### config.mk
export PLATFORM = sky130hd
export DESIGN_NAME = fer_recorder
export DESIGN_NICKNAME = d
export VERILOG_FILES = /design/src/core/fer_pkg.sv /design/src/core/fer_recorder.sv
export VERILOG_INCLUDE_DIRS = /design/src /design/src/core
export SDC_FILE = /design/constraint.sdc
export NUM_CORES = 2
export LEC_CHECK = 0
export ABC_CLOCK_PERIOD_IN_PS = 13400
export BUFFER_PORTS_ARGS = -buffer_cell sky130_fd_sc_hd__buf_2
export CAP_MARGIN = 20
export CORE_ASPECT_RATIO = 0.8
export CORE_MARGIN = 5
export CORE_UTILIZATION = 55
export DETAILED_ROUTE_END_ITERATION = 8
export PLACE_DENSITY = 0.79
export SLEW_MARGIN = 30
export SYNTH_ARGS = -nofsm -noshare
export SYNTH_HDL_FRONTEND = slang
export SYNTH_SLANG_ARGS = --single-unit
### constraint.sdc
create_clock -name clk_sys_i -period 13.4 [get_ports clk_sys_i]
set_input_delay 2.68 -clock clk_sys_i [delete_from_list [all_inputs] [get_ports clk_sys_i]]
set_output_delay 2.68 -clock clk_sys_i [all_outputs]
set_load 0.005 [all_outputs]
### src/core/fer_params.svh
// Purpose: Offsets, field positions, reset values and counts of the fault event recorder.
// Assumes: Included by the recorder core only, after the package.
// Notes:   Register offsets are byte addresses within the slave's window.
`ifndef FER_PARAMS_SVH
`define FER_PARAMS_SVH

`define FER_ADDR_CTRL       8'h00
`define FER_ADDR_CMD        8'h04
`define FER_ADDR_NOMFREQ    8'h08
`define FER_ADDR_STATUS     8'h0c
`define FER_ADDR_SUM_TYPE   8'h10
`define FER_ADDR_SUM_IAB    8'h14
`define FER_ADDR_SUM_ICN    8'h18
`define FER_ADDR_SUM_IGVA   8'h1c
`define FER_ADDR_SUM_VBC    8'h20
`define FER_ADDR_SUM_START  8'h24

`define FER_CTRL_LONG_BIT   0
`define FER_CTRL_PRE_LSB    8
`define FER_CTRL_AUTO_LSB   16
`define FER_CTRL_LATCH_LSB  20
`define FER_CMD_TRIG_BIT    0
`define FER_CMD_CLEAR_BIT   1

`define FER_LEN_SHORT       7'h0f
`define FER_LEN_LONG        7'h40
`define FER_PRE_MIN         6'h01
`define FER_PRE_MAX_SHORT   6'h0a
`define FER_PRE_MAX_LONG    6'h3b
`define FER_PRE_RESET       6'h04
`define FER_SLOTS_SHORT     7'h4d
`define FER_SLOTS_LONG      7'h13
`define FER_TAIL_QCYC       9'h003
`define FER_NOMFREQ_RESET   16'h1770

`endif

### src/core/fer_pkg.sv
// Purpose: Types shared by the fault event recorder.
// Assumes: Nothing beyond SystemVerilog.
// Notes:   Event codes follow the classification priority, lowest code first.
package fer_pkg;

	typedef enum logic [0:0] {
		FER_ST_ARMED   = 1'b0,
		FER_ST_CAPTURE = 1'b1
	} fer_state_e;

	typedef enum logic [4:0] {
		FER_EV_ARC = 5'h00, FER_EV_FAULT = 5'h01,
		FER_EV_A50 = 5'h02, FER_EV_B50 = 5'h03, FER_EV_C50 = 5'h04, FER_EV_P50 = 5'h05,
		FER_EV_G50 = 5'h06, FER_EV_Q50 = 5'h07, FER_EV_A51 = 5'h08, FER_EV_B51 = 5'h09,
		FER_EV_C51 = 5'h0a, FER_EV_P51 = 5'h0b, FER_EV_G51 = 5'h0c, FER_EV_Q51 = 5'h0d,
		FER_EV_OV = 5'h0e, FER_EV_PF = 5'h0f, FER_EV_UF = 5'h10, FER_EV_OF = 5'h11,
		FER_EV_PWR = 5'h12, FER_EV_RTD = 5'h13, FER_EV_REM = 5'h14, FER_EV_UV = 5'h15,
		FER_EV_RTDF = 5'h16, FER_EV_BF = 5'h17, FER_EV_COMM = 5'h18,
		FER_EV_CMD = 5'h19, FER_EV_EQN = 5'h1a, FER_EV_TRIP = 5'h1b
	} fer_event_e;

endpackage : fer_pkg

### src/core/fer_recorder.sv
// Purpose: Fault event recorder: trigger, prefault ring, report commit, event typing, flags.
// Assumes: Sample strobe and protection inputs are synchronous to clk_sys_i.
// Notes:   Sample rows stream to an external nonvolatile store; summaries sit in registers.
`timescale 1ns/10ps
`include "fer_params.svh"

// Overview of operation
// Report length is 15 or 64 cycles.
// Prefault accepts 1-10 or 1-59 cycles.
// Prefault rows precede trigger, ring runs continuously.
// Prefault change leaves stored reports alone.
// Report length change erases all events.
// Store keeps newest 19 long or 77 short.
// Trip, equation or command starts a report.
// Equation triggers only on rising edge.
// Equation edge inside capture is ignored.
// Each event stores its summary record.
// Full store drops oldest report and summary.
// History clear erases reports and summaries; summary registers keep their values.
// Summary goes to auto-enabled ports.
// Type search by priority, arc-flash first.
// No match gives generic trip type.
// Fault labels get trip suffix on overcurrent.
// Frequency trip typed under or over nominal.
// Undervoltage type needs trip, no potential loss.
// Ground flag on residual pickup during event.
// Target latch only on trip inside window.
// Flags hold length minus prefault minus 0.75.
// Track maximum phase current row into summary.
// Commit only after post-trigger rows complete.
module fer_recorder #(
	parameter int SPC     = 16,
	parameter int N_PORTS = 4,
	parameter int DW      = 16,
	parameter int AW      = 15
) (
	input  wire logic               clk_sys_i,
	input  wire logic               reset_i,
	input  wire logic               hsel_i,
	input  wire logic [31:0]        haddr_i,
	input  wire logic [1:0]         htrans_i,
	input  wire logic               hwrite_i,
	input  wire logic [2:0]         hsize_i,
	input  wire logic [31:0]        hwdata_i,
	input  wire logic               hready_i,
	output logic                    hreadyout_o,
	output logic                    hresp_o,
	output logic [31:0]             hrdata_o,
	input  wire logic               sample_stb_i,
	input  wire logic [8*DW-1:0]    sample_row_i,
	input  wire logic               trip_i,
	input  wire logic               trigger_equation_i,
	input  wire logic               arc_flash_i,
	input  wire logic               fault_valid_i,
	input  wire logic [3:0]         fault_code_i,
	input  wire logic               oc_trip_i,
	input  wire logic [13:0]        cause_hi_i,
	input  wire logic [5:0]         freq_trip_i,
	input  wire logic [6*DW-1:0]    freq_pickup_i,
	input  wire logic [2:0]         cause_mid_i,
	input  wire logic               uv_trip_i,
	input  wire logic               potential_loss_flag_i,
	input  wire logic [2:0]         cause_lo_i,
	input  wire logic [2:0]         phase_inv_i,
	input  wire logic               resid_pickup_i,
	input  wire logic               target_reset_i,
	output logic                    store_wr_o,
	output logic [AW-1:0]           store_addr_o,
	output logic [8*DW-1:0]         store_wdata_o,
	output logic                    commit_o,
	output logic [6:0]              commit_slot_o,
	output logic                    erase_o,
	output logic [N_PORTS-1:0]      auto_msg_o,
	output logic [2:0]              phase_flag_o,
	output logic                    ground_fault_flag_o,
	output logic [3:0]              target_latch_o
);
	import fer_pkg::*;

	function automatic logic pre_ok(input logic lng, input logic [5:0] p);
		return (p >= `FER_PRE_MIN) && (p <= (lng ? `FER_PRE_MAX_LONG : `FER_PRE_MAX_SHORT));
	endfunction

	function automatic logic [10:0] cyc_to_rows(input logic [6:0] cyc);
		return 11'((32'(cyc) * SPC));
	endfunction

	fer_state_e          state_reg;
	logic                long_reg;
	logic [5:0]          pre_reg;
	logic [N_PORTS-1:0]  auto_en_reg;
	logic [3:0]          latch_cfg_reg;
	logic [15:0]         nomfreq_reg;
	logic                wr_pend_reg;
	logic [7:0]          wr_addr_reg;
	logic [31:0]         hrdata_reg;
	logic                trip_d_reg;
	logic                eqn_d_reg;
	logic [10:0]         wptr_reg;
	logic [10:0]         start_reg;
	logic [10:0]         post_left_reg;
	logic [6:0]          slot_reg;
	logic [6:0]          newest_reg;
	logic [6:0]          count_reg;
	fer_event_e          ev_type_reg;
	logic [3:0]          ev_code_reg;
	logic                ev_suffix_reg;
	logic [10:0]         max_row_reg;
	logic [8*DW-1:0]     max_vals_reg;
	logic [DW-1:0]       max_ph_reg;
	fer_event_e          sum_type_reg;
	logic [3:0]          sum_code_reg;
	logic                sum_suffix_reg;
	logic [10:0]         sum_row_reg;
	logic [10:0]         sum_start_reg;
	logic [8*DW-1:0]     sum_vals_reg;
	logic [13:0]         hold_reg;
	logic [2:0]          phase_flag_reg;
	logic                gflag_reg;
	logic [3:0]          target_reg;
	logic                store_wr_reg;
	logic [AW-1:0]       store_addr_reg;
	logic [8*DW-1:0]     store_wdata_reg;
	logic                commit_reg;
	logic                erase_reg;
	logic [N_PORTS-1:0]  auto_msg_reg;

	logic                addr_ok;
	logic                wr_now;
	logic                wr_ctrl;
	logic                cmd_trig;
	logic                erase_now;
	logic                trip_rise;
	logic                eqn_rise;
	logic                trig_now;
	logic                last_row;
	logic [10:0]         rep_rows;
	logic [10:0]         pre_rows;
	logic [6:0]          slots;
	logic [DW-1:0]       ph_max;
	fer_event_e          cls_type;
	logic [13:0]         hold_next;

	assign addr_ok   = hsel_i && htrans_i[1] && hready_i;
	assign wr_now    = wr_pend_reg;
	assign wr_ctrl   = wr_now && (wr_addr_reg == `FER_ADDR_CTRL);
	assign cmd_trig  = wr_now && (wr_addr_reg == `FER_ADDR_CMD) && hwdata_i[`FER_CMD_TRIG_BIT];
	// A length change moves slot boundaries, so old reports can no longer be found.
	assign erase_now = (wr_now && (wr_addr_reg == `FER_ADDR_CMD) && hwdata_i[`FER_CMD_CLEAR_BIT])
		|| (wr_ctrl && (hwdata_i[`FER_CTRL_LONG_BIT] != long_reg));
	assign trip_rise = trip_i && !trip_d_reg;
	assign eqn_rise  = trigger_equation_i && !eqn_d_reg;
	assign trig_now  = (state_reg == FER_ST_ARMED) && !erase_now
		&& (trip_rise || eqn_rise || cmd_trig);
	assign rep_rows  = cyc_to_rows(long_reg ? `FER_LEN_LONG : `FER_LEN_SHORT);
	assign pre_rows  = cyc_to_rows({1'b0, pre_reg});
	assign slots     = long_reg ? `FER_SLOTS_LONG : `FER_SLOTS_SHORT;
	assign last_row  = (state_reg == FER_ST_CAPTURE) && sample_stb_i && (post_left_reg == 11'h001);
	assign ph_max    = (sample_row_i[DW-1:0] > sample_row_i[2*DW-1:DW])
		? ((sample_row_i[DW-1:0] > sample_row_i[3*DW-1:2*DW])
			? sample_row_i[DW-1:0] : sample_row_i[3*DW-1:2*DW])
		: ((sample_row_i[2*DW-1:DW] > sample_row_i[3*DW-1:2*DW])
			? sample_row_i[2*DW-1:DW] : sample_row_i[3*DW-1:2*DW]);
	// Flag time in quarter cycles, then rows: (length - prefault) * 4 - 3 quarters.
	assign hold_next = 14'((32'(((long_reg ? `FER_LEN_LONG : `FER_LEN_SHORT) - 7'(pre_reg)) * 4
		- `FER_TAIL_QCYC) * SPC) / 4);

	always_comb
	begin
		cls_type = FER_EV_TRIP;
		if (!trip_i)
			cls_type = cmd_trig ? FER_EV_CMD : (eqn_rise ? FER_EV_EQN : FER_EV_TRIP);
		else if (cause_lo_i[0])
			cls_type = FER_EV_RTDF;
		else if (cause_lo_i[1])
			cls_type = FER_EV_BF;
		else if (cause_lo_i[2])
			cls_type = FER_EV_COMM;
		if (uv_trip_i && !potential_loss_flag_i && trip_i)
			cls_type = FER_EV_UV;
		for (int i = 2; i >= 0; i--)
			if (cause_mid_i[i] && trip_i)
				cls_type = fer_event_e'(5'(32'(FER_EV_PWR) + i));
		// Any underfrequency element outranks every overfrequency one.
		for (int i = 0; i < 6; i++)
			if (freq_trip_i[i] && trip_i && (freq_pickup_i[i*DW +: DW] > nomfreq_reg))
				cls_type = FER_EV_OF;
		for (int i = 0; i < 6; i++)
			if (freq_trip_i[i] && trip_i && (freq_pickup_i[i*DW +: DW] < nomfreq_reg))
				cls_type = FER_EV_UF;
		for (int i = 13; i >= 0; i--)
			if (cause_hi_i[i] && trip_i)
				cls_type = fer_event_e'(5'(32'(FER_EV_A50) + i));
		if (fault_valid_i)
			cls_type = FER_EV_FAULT;
		if (arc_flash_i && trip_i)
			cls_type = FER_EV_ARC;
	end

	// Bus slave: zero wait states, read data registered at the address phase.
	always_ff @(posedge clk_sys_i)
	begin
		if (reset_i)
		begin
			wr_pend_reg <= 1'b0;
			wr_addr_reg <= 8'h00;
			hrdata_reg  <= 32'h00000000;
		end
		else
		begin
			wr_pend_reg <= addr_ok && hwrite_i && (haddr_i[31:8] == 24'h000000);
			wr_addr_reg <= haddr_i[7:0];
			hrdata_reg  <= 32'h00000000;
			if (addr_ok && !hwrite_i && (haddr_i[31:8] == 24'h000000))
			begin
				case (haddr_i[7:0])
					`FER_ADDR_CTRL:      hrdata_reg <= {8'h00, latch_cfg_reg, 4'(auto_en_reg),
						2'b00, pre_reg, 7'h00, long_reg};
					`FER_ADDR_NOMFREQ:   hrdata_reg <= {16'h0000, nomfreq_reg};
					`FER_ADDR_STATUS:    hrdata_reg <= {7'h00, state_reg, 1'b0, newest_reg,
						9'h000, count_reg};
					`FER_ADDR_SUM_TYPE:  hrdata_reg <= {5'h00, sum_row_reg, 6'h00, sum_suffix_reg,
						sum_code_reg, sum_type_reg};
					`FER_ADDR_SUM_IAB:   hrdata_reg <= 32'(sum_vals_reg[2*DW-1:0]);
					`FER_ADDR_SUM_ICN:   hrdata_reg <= 32'(sum_vals_reg[4*DW-1:2*DW]);
					`FER_ADDR_SUM_IGVA:  hrdata_reg <= 32'(sum_vals_reg[6*DW-1:4*DW]);
					`FER_ADDR_SUM_VBC:   hrdata_reg <= 32'(sum_vals_reg[8*DW-1:6*DW]);
					`FER_ADDR_SUM_START: hrdata_reg <= {21'h000000, sum_start_reg};
					default:             hrdata_reg <= 32'h00000000;
				endcase
			end
		end
	end

	// Settings. An out-of-range prefault write is refused; the old value is kept, or set to 10 if it is out of range for the new length.
	always_ff @(posedge clk_sys_i)
	begin
		if (reset_i)
		begin
			long_reg      <= 1'b0;
			pre_reg       <= `FER_PRE_RESET;
			auto_en_reg   <= '0;
			latch_cfg_reg <= 4'h0;
			nomfreq_reg   <= `FER_NOMFREQ_RESET;
		end
		else if (wr_ctrl)
		begin
			long_reg      <= hwdata_i[`FER_CTRL_LONG_BIT];
			auto_en_reg   <= hwdata_i[`FER_CTRL_AUTO_LSB +: N_PORTS];
			latch_cfg_reg <= hwdata_i[`FER_CTRL_LATCH_LSB +: 4];
			if (pre_ok(hwdata_i[`FER_CTRL_LONG_BIT], hwdata_i[`FER_CTRL_PRE_LSB +: 6]))
				pre_reg <= hwdata_i[`FER_CTRL_PRE_LSB +: 6];
			else if (!pre_ok(hwdata_i[`FER_CTRL_LONG_BIT], pre_reg))
				pre_reg <= `FER_PRE_MAX_SHORT;
		end
		else if (wr_now && (wr_addr_reg == `FER_ADDR_NOMFREQ))
			nomfreq_reg <= hwdata_i[15:0];
	end

	always_ff @(posedge clk_sys_i)
	begin
		if (reset_i)
		begin
			trip_d_reg <= 1'b0;
			eqn_d_reg  <= 1'b0;
		end
		else
		begin
			trip_d_reg <= trip_i;
			eqn_d_reg  <= trigger_equation_i;
		end
	end

	// Rows stream into the filling slot as a ring, so prefault history is there once pre_rows rows have gone in after reset, erase or commit.
	always_ff @(posedge clk_sys_i)
	begin
		if (reset_i)
		begin
			wptr_reg        <= 11'h000;
			store_wr_reg    <= 1'b0;
			store_addr_reg  <= '0;
			store_wdata_reg <= '0;
		end
		else
		begin
			store_wr_reg <= sample_stb_i && !erase_now;
			if (erase_now)
				wptr_reg <= 11'h000;
			else if (sample_stb_i)
			begin
				store_addr_reg  <= AW'(32'(slot_reg) * 32'(rep_rows) + 32'(wptr_reg));
				store_wdata_reg <= sample_row_i;
				wptr_reg        <= (wptr_reg + 11'h001 >= rep_rows) ? 11'h000
					: wptr_reg + 11'h001;
			end
		end
	end

	always_ff @(posedge clk_sys_i)
	begin
		if (reset_i)
		begin
			state_reg     <= FER_ST_ARMED;
			start_reg     <= 11'h000;
			post_left_reg <= 11'h000;
			ev_type_reg   <= FER_EV_TRIP;
			ev_code_reg   <= 4'h0;
			ev_suffix_reg <= 1'b0;
		end
		else
		begin
			case (state_reg)
				FER_ST_ARMED:
				begin
					if (trig_now)
					begin
						state_reg     <= FER_ST_CAPTURE;
						// Prefault is taken now; later prefault changes touch no report.
						start_reg     <= (wptr_reg >= pre_rows) ? wptr_reg - pre_rows
							: wptr_reg + rep_rows - pre_rows;
						post_left_reg <= rep_rows - pre_rows;
						ev_type_reg   <= cls_type;
						ev_code_reg   <= fault_code_i;
						ev_suffix_reg <= (cls_type == FER_EV_FAULT) && oc_trip_i;
					end
				end
				FER_ST_CAPTURE:
				begin
					if (erase_now || last_row)
						state_reg <= FER_ST_ARMED;
					if (sample_stb_i)
						post_left_reg <= post_left_reg - 11'h001;
					// A trip after a command or equation start gives the event its cause.
					if (trip_i && ((ev_type_reg == FER_EV_CMD) || (ev_type_reg == FER_EV_EQN)))
					begin
						ev_type_reg   <= cls_type;
						ev_code_reg   <= fault_code_i;
						ev_suffix_reg <= (cls_type == FER_EV_FAULT) && oc_trip_i;
					end
					else if (ev_type_reg == FER_EV_FAULT && oc_trip_i)
						ev_suffix_reg <= 1'b1;
				end
				default: state_reg <= FER_ST_ARMED;
			endcase
		end
	end

	always_ff @(posedge clk_sys_i)
	begin
		if (reset_i || trig_now)
		begin
			max_ph_reg   <= '0;
			max_row_reg  <= 11'h000;
			max_vals_reg <= '0;
		end
		else if ((state_reg == FER_ST_CAPTURE) && sample_stb_i && (ph_max >= max_ph_reg))
		begin
			max_ph_reg   <= ph_max;
			max_row_reg  <= rep_rows - post_left_reg;
			max_vals_reg <= sample_row_i;
		end
	end

	// Commit: report and summary become visible together, oldest slot reused first.
	always_ff @(posedge clk_sys_i)
	begin
		if (reset_i)
		begin
			slot_reg       <= 7'h00;
			newest_reg     <= 7'h00;
			count_reg      <= 7'h00;
			commit_reg     <= 1'b0;
			erase_reg      <= 1'b0;
			auto_msg_reg   <= '0;
			sum_type_reg   <= FER_EV_TRIP;
			sum_code_reg   <= 4'h0;
			sum_suffix_reg <= 1'b0;
			sum_row_reg    <= 11'h000;
			sum_start_reg  <= 11'h000;
			sum_vals_reg   <= '0;
		end
		else
		begin
			commit_reg   <= 1'b0;
			erase_reg    <= erase_now;
			auto_msg_reg <= '0;
			if (erase_now)
			begin
				slot_reg  <= 7'h00;
				count_reg <= 7'h00;
			end
			else if (last_row)
			begin
				commit_reg     <= 1'b1;
				auto_msg_reg   <= auto_en_reg;
				newest_reg     <= slot_reg;
				slot_reg       <= (slot_reg + 7'h01 >= slots) ? 7'h00 : slot_reg + 7'h01;
				count_reg      <= (count_reg >= slots) ? slots : count_reg + 7'h01;
				sum_type_reg   <= ev_type_reg;
				sum_code_reg   <= ev_code_reg;
				sum_suffix_reg <= ev_suffix_reg;
				sum_row_reg    <= max_row_reg;
				sum_start_reg  <= start_reg;
				sum_vals_reg   <= max_vals_reg;
			end
		end
	end

	// Flags hold a fixed row count from the trigger; latches wait for a trip inside it.
	always_ff @(posedge clk_sys_i)
	begin
		if (reset_i || erase_now)
		begin
			hold_reg       <= 14'h0000;
			phase_flag_reg <= 3'h0;
			gflag_reg      <= 1'b0;
		end
		else if (trig_now)
		begin
			hold_reg       <= hold_next;
			phase_flag_reg <= phase_inv_i;
			gflag_reg      <= resid_pickup_i;
		end
		else if (hold_reg != 14'h0000)
		begin
			if (sample_stb_i)
				hold_reg <= hold_reg - 14'h0001;
			if (sample_stb_i && (hold_reg == 14'h0001))
			begin
				phase_flag_reg <= 3'h0;
				gflag_reg      <= 1'b0;
			end
			else
			begin
				phase_flag_reg <= phase_flag_reg | phase_inv_i;
				gflag_reg      <= gflag_reg | resid_pickup_i;
			end
		end
	end

	always_ff @(posedge clk_sys_i)
	begin
		if (reset_i)
			target_reg <= 4'h0;
		else if (trip_rise && (state_reg == FER_ST_CAPTURE))
			target_reg <= target_reg | (latch_cfg_reg & {gflag_reg, phase_flag_reg});
		else if (target_reset_i)
			target_reg <= 4'h0;
	end

	always_ff @(posedge clk_sys_i)
	begin
		if (reset_i)
			hreadyout_o <= 1'b0;
		else
			hreadyout_o <= 1'b1;
	end

	assign hresp_o             = 1'b0;
	assign hrdata_o            = hrdata_reg;
	assign store_wr_o          = store_wr_reg;
	assign store_addr_o        = store_addr_reg;
	assign store_wdata_o       = store_wdata_reg;
	assign commit_o            = commit_reg;
	assign commit_slot_o       = newest_reg;
	assign erase_o             = erase_reg;
	assign auto_msg_o          = auto_msg_reg;
	assign phase_flag_o        = phase_flag_reg;
	assign ground_fault_flag_o = gflag_reg;
	assign target_latch_o      = target_reg;

	chk_pre_range: assert property (@(posedge clk_sys_i) disable iff (reset_i)
		pre_ok(long_reg, pre_reg)) else $error("prefault setting out of range");
	chk_len_erase: assert property (@(posedge clk_sys_i) disable iff (reset_i)
		(wr_ctrl && (hwdata_i[0] != long_reg)) |=> (count_reg == 7'h00) && erase_o)
		else $error("length change did not erase events");
	chk_clear_all: assert property (@(posedge clk_sys_i) disable iff (reset_i)
		(wr_now && (wr_addr_reg == 8'h04) && hwdata_i[1]) |=> (count_reg == 7'h00) && !commit_o)
		else $error("history clear left events");
	chk_eqn_level: assert property (@(posedge clk_sys_i) disable iff (reset_i)
		((state_reg == FER_ST_ARMED) && trigger_equation_i && $past(trigger_equation_i)
		&& !trip_rise && !cmd_trig) |=> (state_reg == FER_ST_ARMED))
		else $error("held equation level started a report");
	chk_eqn_window: assert property (@(posedge clk_sys_i) disable iff (reset_i)
		((state_reg == FER_ST_CAPTURE) && eqn_rise && !last_row && !erase_now)
		|=> (state_reg == FER_ST_CAPTURE) && $stable(start_reg))
		else $error("equation edge restarted a running capture");
	chk_count_cap: assert property (@(posedge clk_sys_i) disable iff (reset_i)
		commit_o |-> (count_reg <= slots) && (count_reg != 7'h00))
		else $error("event count beyond store capacity");
	chk_auto_msg: assert property (@(posedge clk_sys_i) disable iff (reset_i)
		commit_o |-> (auto_msg_o == $past(auto_en_reg)) ##1 (auto_msg_o == '0))
		else $error("summary not sent to enabled ports");
	chk_commit_post: assert property (@(posedge clk_sys_i) disable iff (reset_i)
		commit_o |-> ($past(post_left_reg) == 11'h001) && $past(sample_stb_i)
		&& (state_reg == FER_ST_ARMED))
		else $error("report committed before post rows done");
	chk_hold_time: assert property (@(posedge clk_sys_i) disable iff (reset_i)
		trig_now |=> (hold_reg == $past(hold_next)))
		else $error("flag hold time wrong");
	chk_arc_first: assert property (@(posedge clk_sys_i) disable iff (reset_i)
		(trig_now && arc_flash_i && trip_i) |=> (ev_type_reg == FER_EV_ARC))
		else $error("arc-flash trip not typed first");

endmodule // fer_recorder

# == After elaboration in Yosys (flattened, before gate mapping) ==
# Index checks and enable logic that the tools add are counted.
# totals
ramBits,0
ff_bits,627
in_bits,341
memories,0
romBits,0
out_inout_bits,199
latchBits,0
# classes
add_sub_neg,13
n_reduce_logical,98
mul,1
mux,81
eq_ne,22
n_shift,0
bitwise,9
div_mod_pow,0
order_cmp,24
# ops
operator,count
case mux 32 bit (9 select lines),1
2-to-1 mux 5 bit,34
> comparator 16 bit,9
< comparator 16 bit,6
logical AND 1 bit,65
2-to-1 mux 16 bit,3
2-to-1 mux 11 bit,4
2-to-1 mux 14 bit,3
2-to-1 mux 7 bit,5
subtractor 11 x 10 -> 11 bit,3
"equality test 8 x 5 -> 1 bit, second input constant",4
2-to-1 mux 4 bit,7
"equality test 8 x 4 -> 1 bit, second input constant",3
logical NOT 24 bit,1
case mux 11 bit (2 select lines),1
AND reduction 2 bit,10
2-to-1 mux 6 bit,3
"equality test 8 x 6 -> 1 bit, second input constant",2
greater-or-equal comparator 16 bit,1
logical NOT 8 bit,2
adder 15 x 11 -> 15 bit,1
"adder 7 x 1 -> 7 bit, second input constant",2
"equality test 14 x 1 -> 1 bit, second input constant",1
greater-or-equal comparator 7 bit,2
other kinds (37),75

# == Longest topological paths before layout ==
# depth
depth_word,41
ltp_mapped,22

# == Least setup slack after synthesis ==
# OpenSTA, ideal clock, no wires.
# synth_path
kind,input -> register
start,input sample_row_i[18]
end,register max_vals_reg[100]
arrival_ps,6553
setup_time_ps,70
required_time_ps,13330
path_stages,20
path_buffers,3
slack_ps,6777
cell_sequence,inv_1 > ha_1 > a21o_1 > a2111oi_0 > o311ai_2 > a21oi_2 > o21bai_2 > buf_2 > o221ai_1 > ha_1 > nand2b_1 > a21o_1 > a21oi_1 > o21ai_0 > a31o_2 > a21oi_1 > clkbuf_1 > clkbuf_1 > nand2_1 > a21oi_1
# synth_via
elab_chain_len,5
word_cells_on_any_way,6
# synth_lines
element,line_no,rtl
from (decl),fer_recorder.sv:50,"input wire logic [8*DW-1:0] sample_row_i,"
> comparator 16 bit,fer_recorder.sv:162,: ((sample_row_i[2*DW-1:DW] > sample_row_i[3*DW-1:2*DW])
2-to-1 mux 16 bit,fer_recorder.sv:163,? sample_row_i[2*DW-1:DW] : sample_row_i[3*DW-1:2*DW]);
2-to-1 mux 16 bit (*),fer_recorder.sv:160,? ((sample_row_i[DW-1:0] > sample_row_i[3*DW-1:2*DW])
greater-or-equal comparator 16 bit (*),fer_recorder.sv:356,else if ((state_reg == FER_ST_CAPTURE) && sample_stb_i && (ph_max >= max_ph_reg))
logical AND 1 bit (*),fer_recorder.sv:356,
to (signal assigned),fer_recorder.sv:360,max_vals_reg <= sample_row_i;
to (decl),fer_recorder.sv:109,logic [8*DW-1:0] max_vals_reg;
# Mark *: on every way between the ends. The rest lies on a longest branch, timed or not.
# A chain may end at the register's enable or synchronous reset.

# == Worst setup path in the final report ==
# layout_path
start,input sample_row_i[18]
end,register max_vals_reg[98]
# The elaborated chain is that of the path after synthesis.

==> results by group <==
Yosys
  – Sequential area share after synthesis: 40.34%
  – Most used DFF post-synth: dfxtp_1
  – Number of flops mapped to enable cells by yosys: 0
  – Async S/R FF share, synth: 0%
  – Largest area contributor in the netlist: dfxtp_1
  – Yosys Warn Count: 0
  – Synthesized cell area: 31120 um2
  – Cell variety after synth: 93
  – Most common cell in the synthesized netlist: nand2_1
  – Net Count, Synth: 4529
  – Synth top area share: between 40% and 50%
  – Post-synthesis register bit count: 627
  – Mapped Cells: slightly below 4000
  – Synth cell count leaders: 1092 x nand2_1, 627 x dfxtp_1, 602 x a21oi_1
  – Mapped Avg Cell Area: approximately 7.9 um2
  – Main area contributors after synthesis: dfxtp_1 40%, nand2_1 13%, ha_1 9.9%

Flow run
  – Maxcap violations: 0

Setup path
  – Reg2Reg Launch Point: long_reg$_SDFFE_PP0P_
  – Required time worst endpoint: 13960 ps
  – WP buf/inv: 3
  – Crit path kind: in2reg
  – Delay-heaviest family, CP: compound AO/OA/AOI/OAI gates
  – Worst Setup End Kind: flip-flop
  – Max incr delay on CP: 660 ps
  – Crit-path cells: buf_2 > inv_1 > ha_1 > a21o_1 > a2111oi_0 > o311ai_2 > a21oi_2 > o21bai_2 > o221ai_1 > ha_1 > nand2b_1 > a21o_1 > a21oi_1 > o21ai_0 > a31o_2 > a21oi_4 > buf_6 > nand2_1 > a21oi_1
  – Crit path depth: 19
  – R2R cell count: 21
  – Maximum fanout along the worst path: 97
  – Setup crit start: sample_row_i[18]
  – CP max stage cell: buf_6
  – Startpoint types: input pin
  – Crit path DAT: 8260 ps

Timing
  – Final count of pins violating max slew: 0
  – Total negative slack: 0 ps
  – Fin crit period: 7701 ps
  – Rel. slew slack: 34.07%
  – Final Setup Violations: 0
  – Final Hold Fails: 0
  – Fin crit share: a little under three fifths
  – Final Skew: around 38 ps
  – Worst-Margin Slew: 989.0 ps
  – Fmax: 0.1299 GHz
  – RSZ-0062 raised after global routing: no

GRT
  – Overflow after GRT: 0
  – Vias in the first global route: approximately 27000
  – Largest net degree at the start of global routing: 117
  – Overall routing resource usage: between 30% and 40%
  – First-pass GRT wire length: 156300 um
  – Initial antenna violation count: 26

Final layout
  – Fin area: 36200 um2
  – Synth-to-Final Area Change: 16.32%
  – Post-layout util: 64.17%
  – Share of cells above drive strength 1: 17.29%
  – Final net count: 4911

CTS
  – Worst-path clk slew: 70 ps
  – H-tree depth: 2
  – Worst skew pair latency: 660 ps
  – CTS tree: yes
  – Clock Path Buffers: 3
  – CTS Hold Bufs: 0
  – Post-CTS setup buffer count: 0
  – CTS buffer count: 60
  – CTS sink count: 627
  – Number of gates resized after cts: 0
  – CTS root buf: clkbuf_16

Placed design
  – DP Area: 34010 um2
  – Gpl congestion: 0.9671
  – HPWL after detailed placement: 76270 um
  – Port Buffers: 526

Hold path
  – Hold Crit Depth: 2
  – Worst hold path class: reg2reg
  – Min-delay src: max_vals_reg[60]$_SDFFE_PP0P_

Die
  – Ports: 540
  – Die area: 61470 um2
  – Die W: roughly 280 um
  – FP Rows: around 80
  – Die span in y: 222.8 um
  – Starting Density: 55.17%
  – Core area: 56410 um2

Pwr
  – Worst ir drop on vdd: 122.4 uV
  – Pwr dens: 116.9 nW/um2
  – Pleak: 15.09 nW

Route
  – Avg WL per Cell: roughly 20 um
  – Final wirelength: 104500 um
  – # DRC: 0
  – 1st-pass router iterations: 8
  – ANT nets after route: 0
  – DRT iter0 DRCs: 3576
  – Post-DR vias/cell: 5.843
  – Vias post-DR: 30020

Status
  – Status: finished, final reports clean
==> worst reg2reg max path, cell delays in order, from the launching register on <==
cell and delay [ps]:
dfxtp_1 340, buf_4 380, inv_1 210, nand2_1 130
inv_1 110, fa_1 490, ha_1 290, inv_1 50
fa_1 510, inv_1 50, ha_1 340, nor2b_1 150
o21ai_0 230, nand2_1 100, xor2_1 150, ha_1 300
o21a_1 120, o31ai_1 80, a21boi_0 340, a31oi_1 130
o21ai_0 200, a21oi_1 80
==> worst paths after layout <==
check / end / slack, ps
setup / recovery: max_vals_reg[98]$_SDFFE_PP0P_ / 5700
hold / removal: sum_vals_reg[60]$_SDFFE_PP0P_ / 430
setup reg to reg: store_addr_o[14]$_SDFFE_PP0P_ / 8470
hold reg to reg: sum_vals_reg[60]$_SDFFE_PP0P_ / 430
==> metal layers <==
metal | share of wire (%) | vias to the layer above | track usage [%]
met5 | 0.044 | - | 0
met4 | 4.1 | 6 | 13.80
met3 | 11 | 234 | 6.845
met2 | 44 | 1461 | 48.45
met1 | 41 | 14030 | 44.45
li1 | - | 14280 | -
==> cell type report <==
| cell class | instances | area [um2] |
|---|---|---|
| Multi-Input combinational cell | 2892 | 17020 |
| Inverter | 171 | 641.9 |
| Clock inverter | 35 | 396.6 |
| Timing Repair Buffer | 553 | 2888 |
| Clock buffer | 78 | 1699 |
| Antenna cell | 21 | 52.55 |
| Tap cell | 760 | 950.9 |
| Sequential cell | 627 | 12550 |
| Fill cell | 4919 | 20210 |
==> placed cells by master, fill, tap and decap left out, types with 16 or more instances in the layout <==
master and instances:
nand2_1 1090, dfxtp_1 627, a21oi_1 601, buf_2 525, ha_1 245, inv_1 171
nor2_1 142, o21ai_0 70, clkbuf_16 60, nand3_1 55, nor3_1 52, xnor2_1 45
a22oi_1 38, a21o_1 33, nand4_1 30, a31oi_1 27, nor4_1 26, a222oi_1 25
xor2_1 23, nor2b_1 22, diode_2 21, a31o_2 21, a211oi_1 21, buf_4 21
fa_1 20, mux2_2 19, a22o_1 18, and2_1 16
==> power by group <==
| part | internal, mW | switching [mW] |
|---|---|---|
| clock | 0.986 | 0.782 |
| sequential | 1.92 | 0.0386 |
| combinational | 0.189 | 0.317 |
| total | 3.09 | 1.14 |
==> stage by stage <==
step	hold WS (ps)	cells	power, mW	setup WS, ps
finish	430.8	5137	4.231	5699
global route	446.3	5134	4.382	5355
CTS	418.6	5115	4.236	5427
detailed placement	442.8	5002	2.491	4742
global placement	435.9	5000	2.479	4459
floorplan	428.4	3923	2.304	6777
==> cell families after synthesis <==
family / share of synthesized area (%)
buffers and inverters: 5.263
xor gates and xnor gates: 1.914
DFF: 40.34
AOI/OAI and AO/OA: 19.50
adders and majority gates: 11.14
other: 0.01205
and+or+nand+nor: 20.73
muxes: 1.106
No activity file was read; power rests on OpenSTA's default activity.
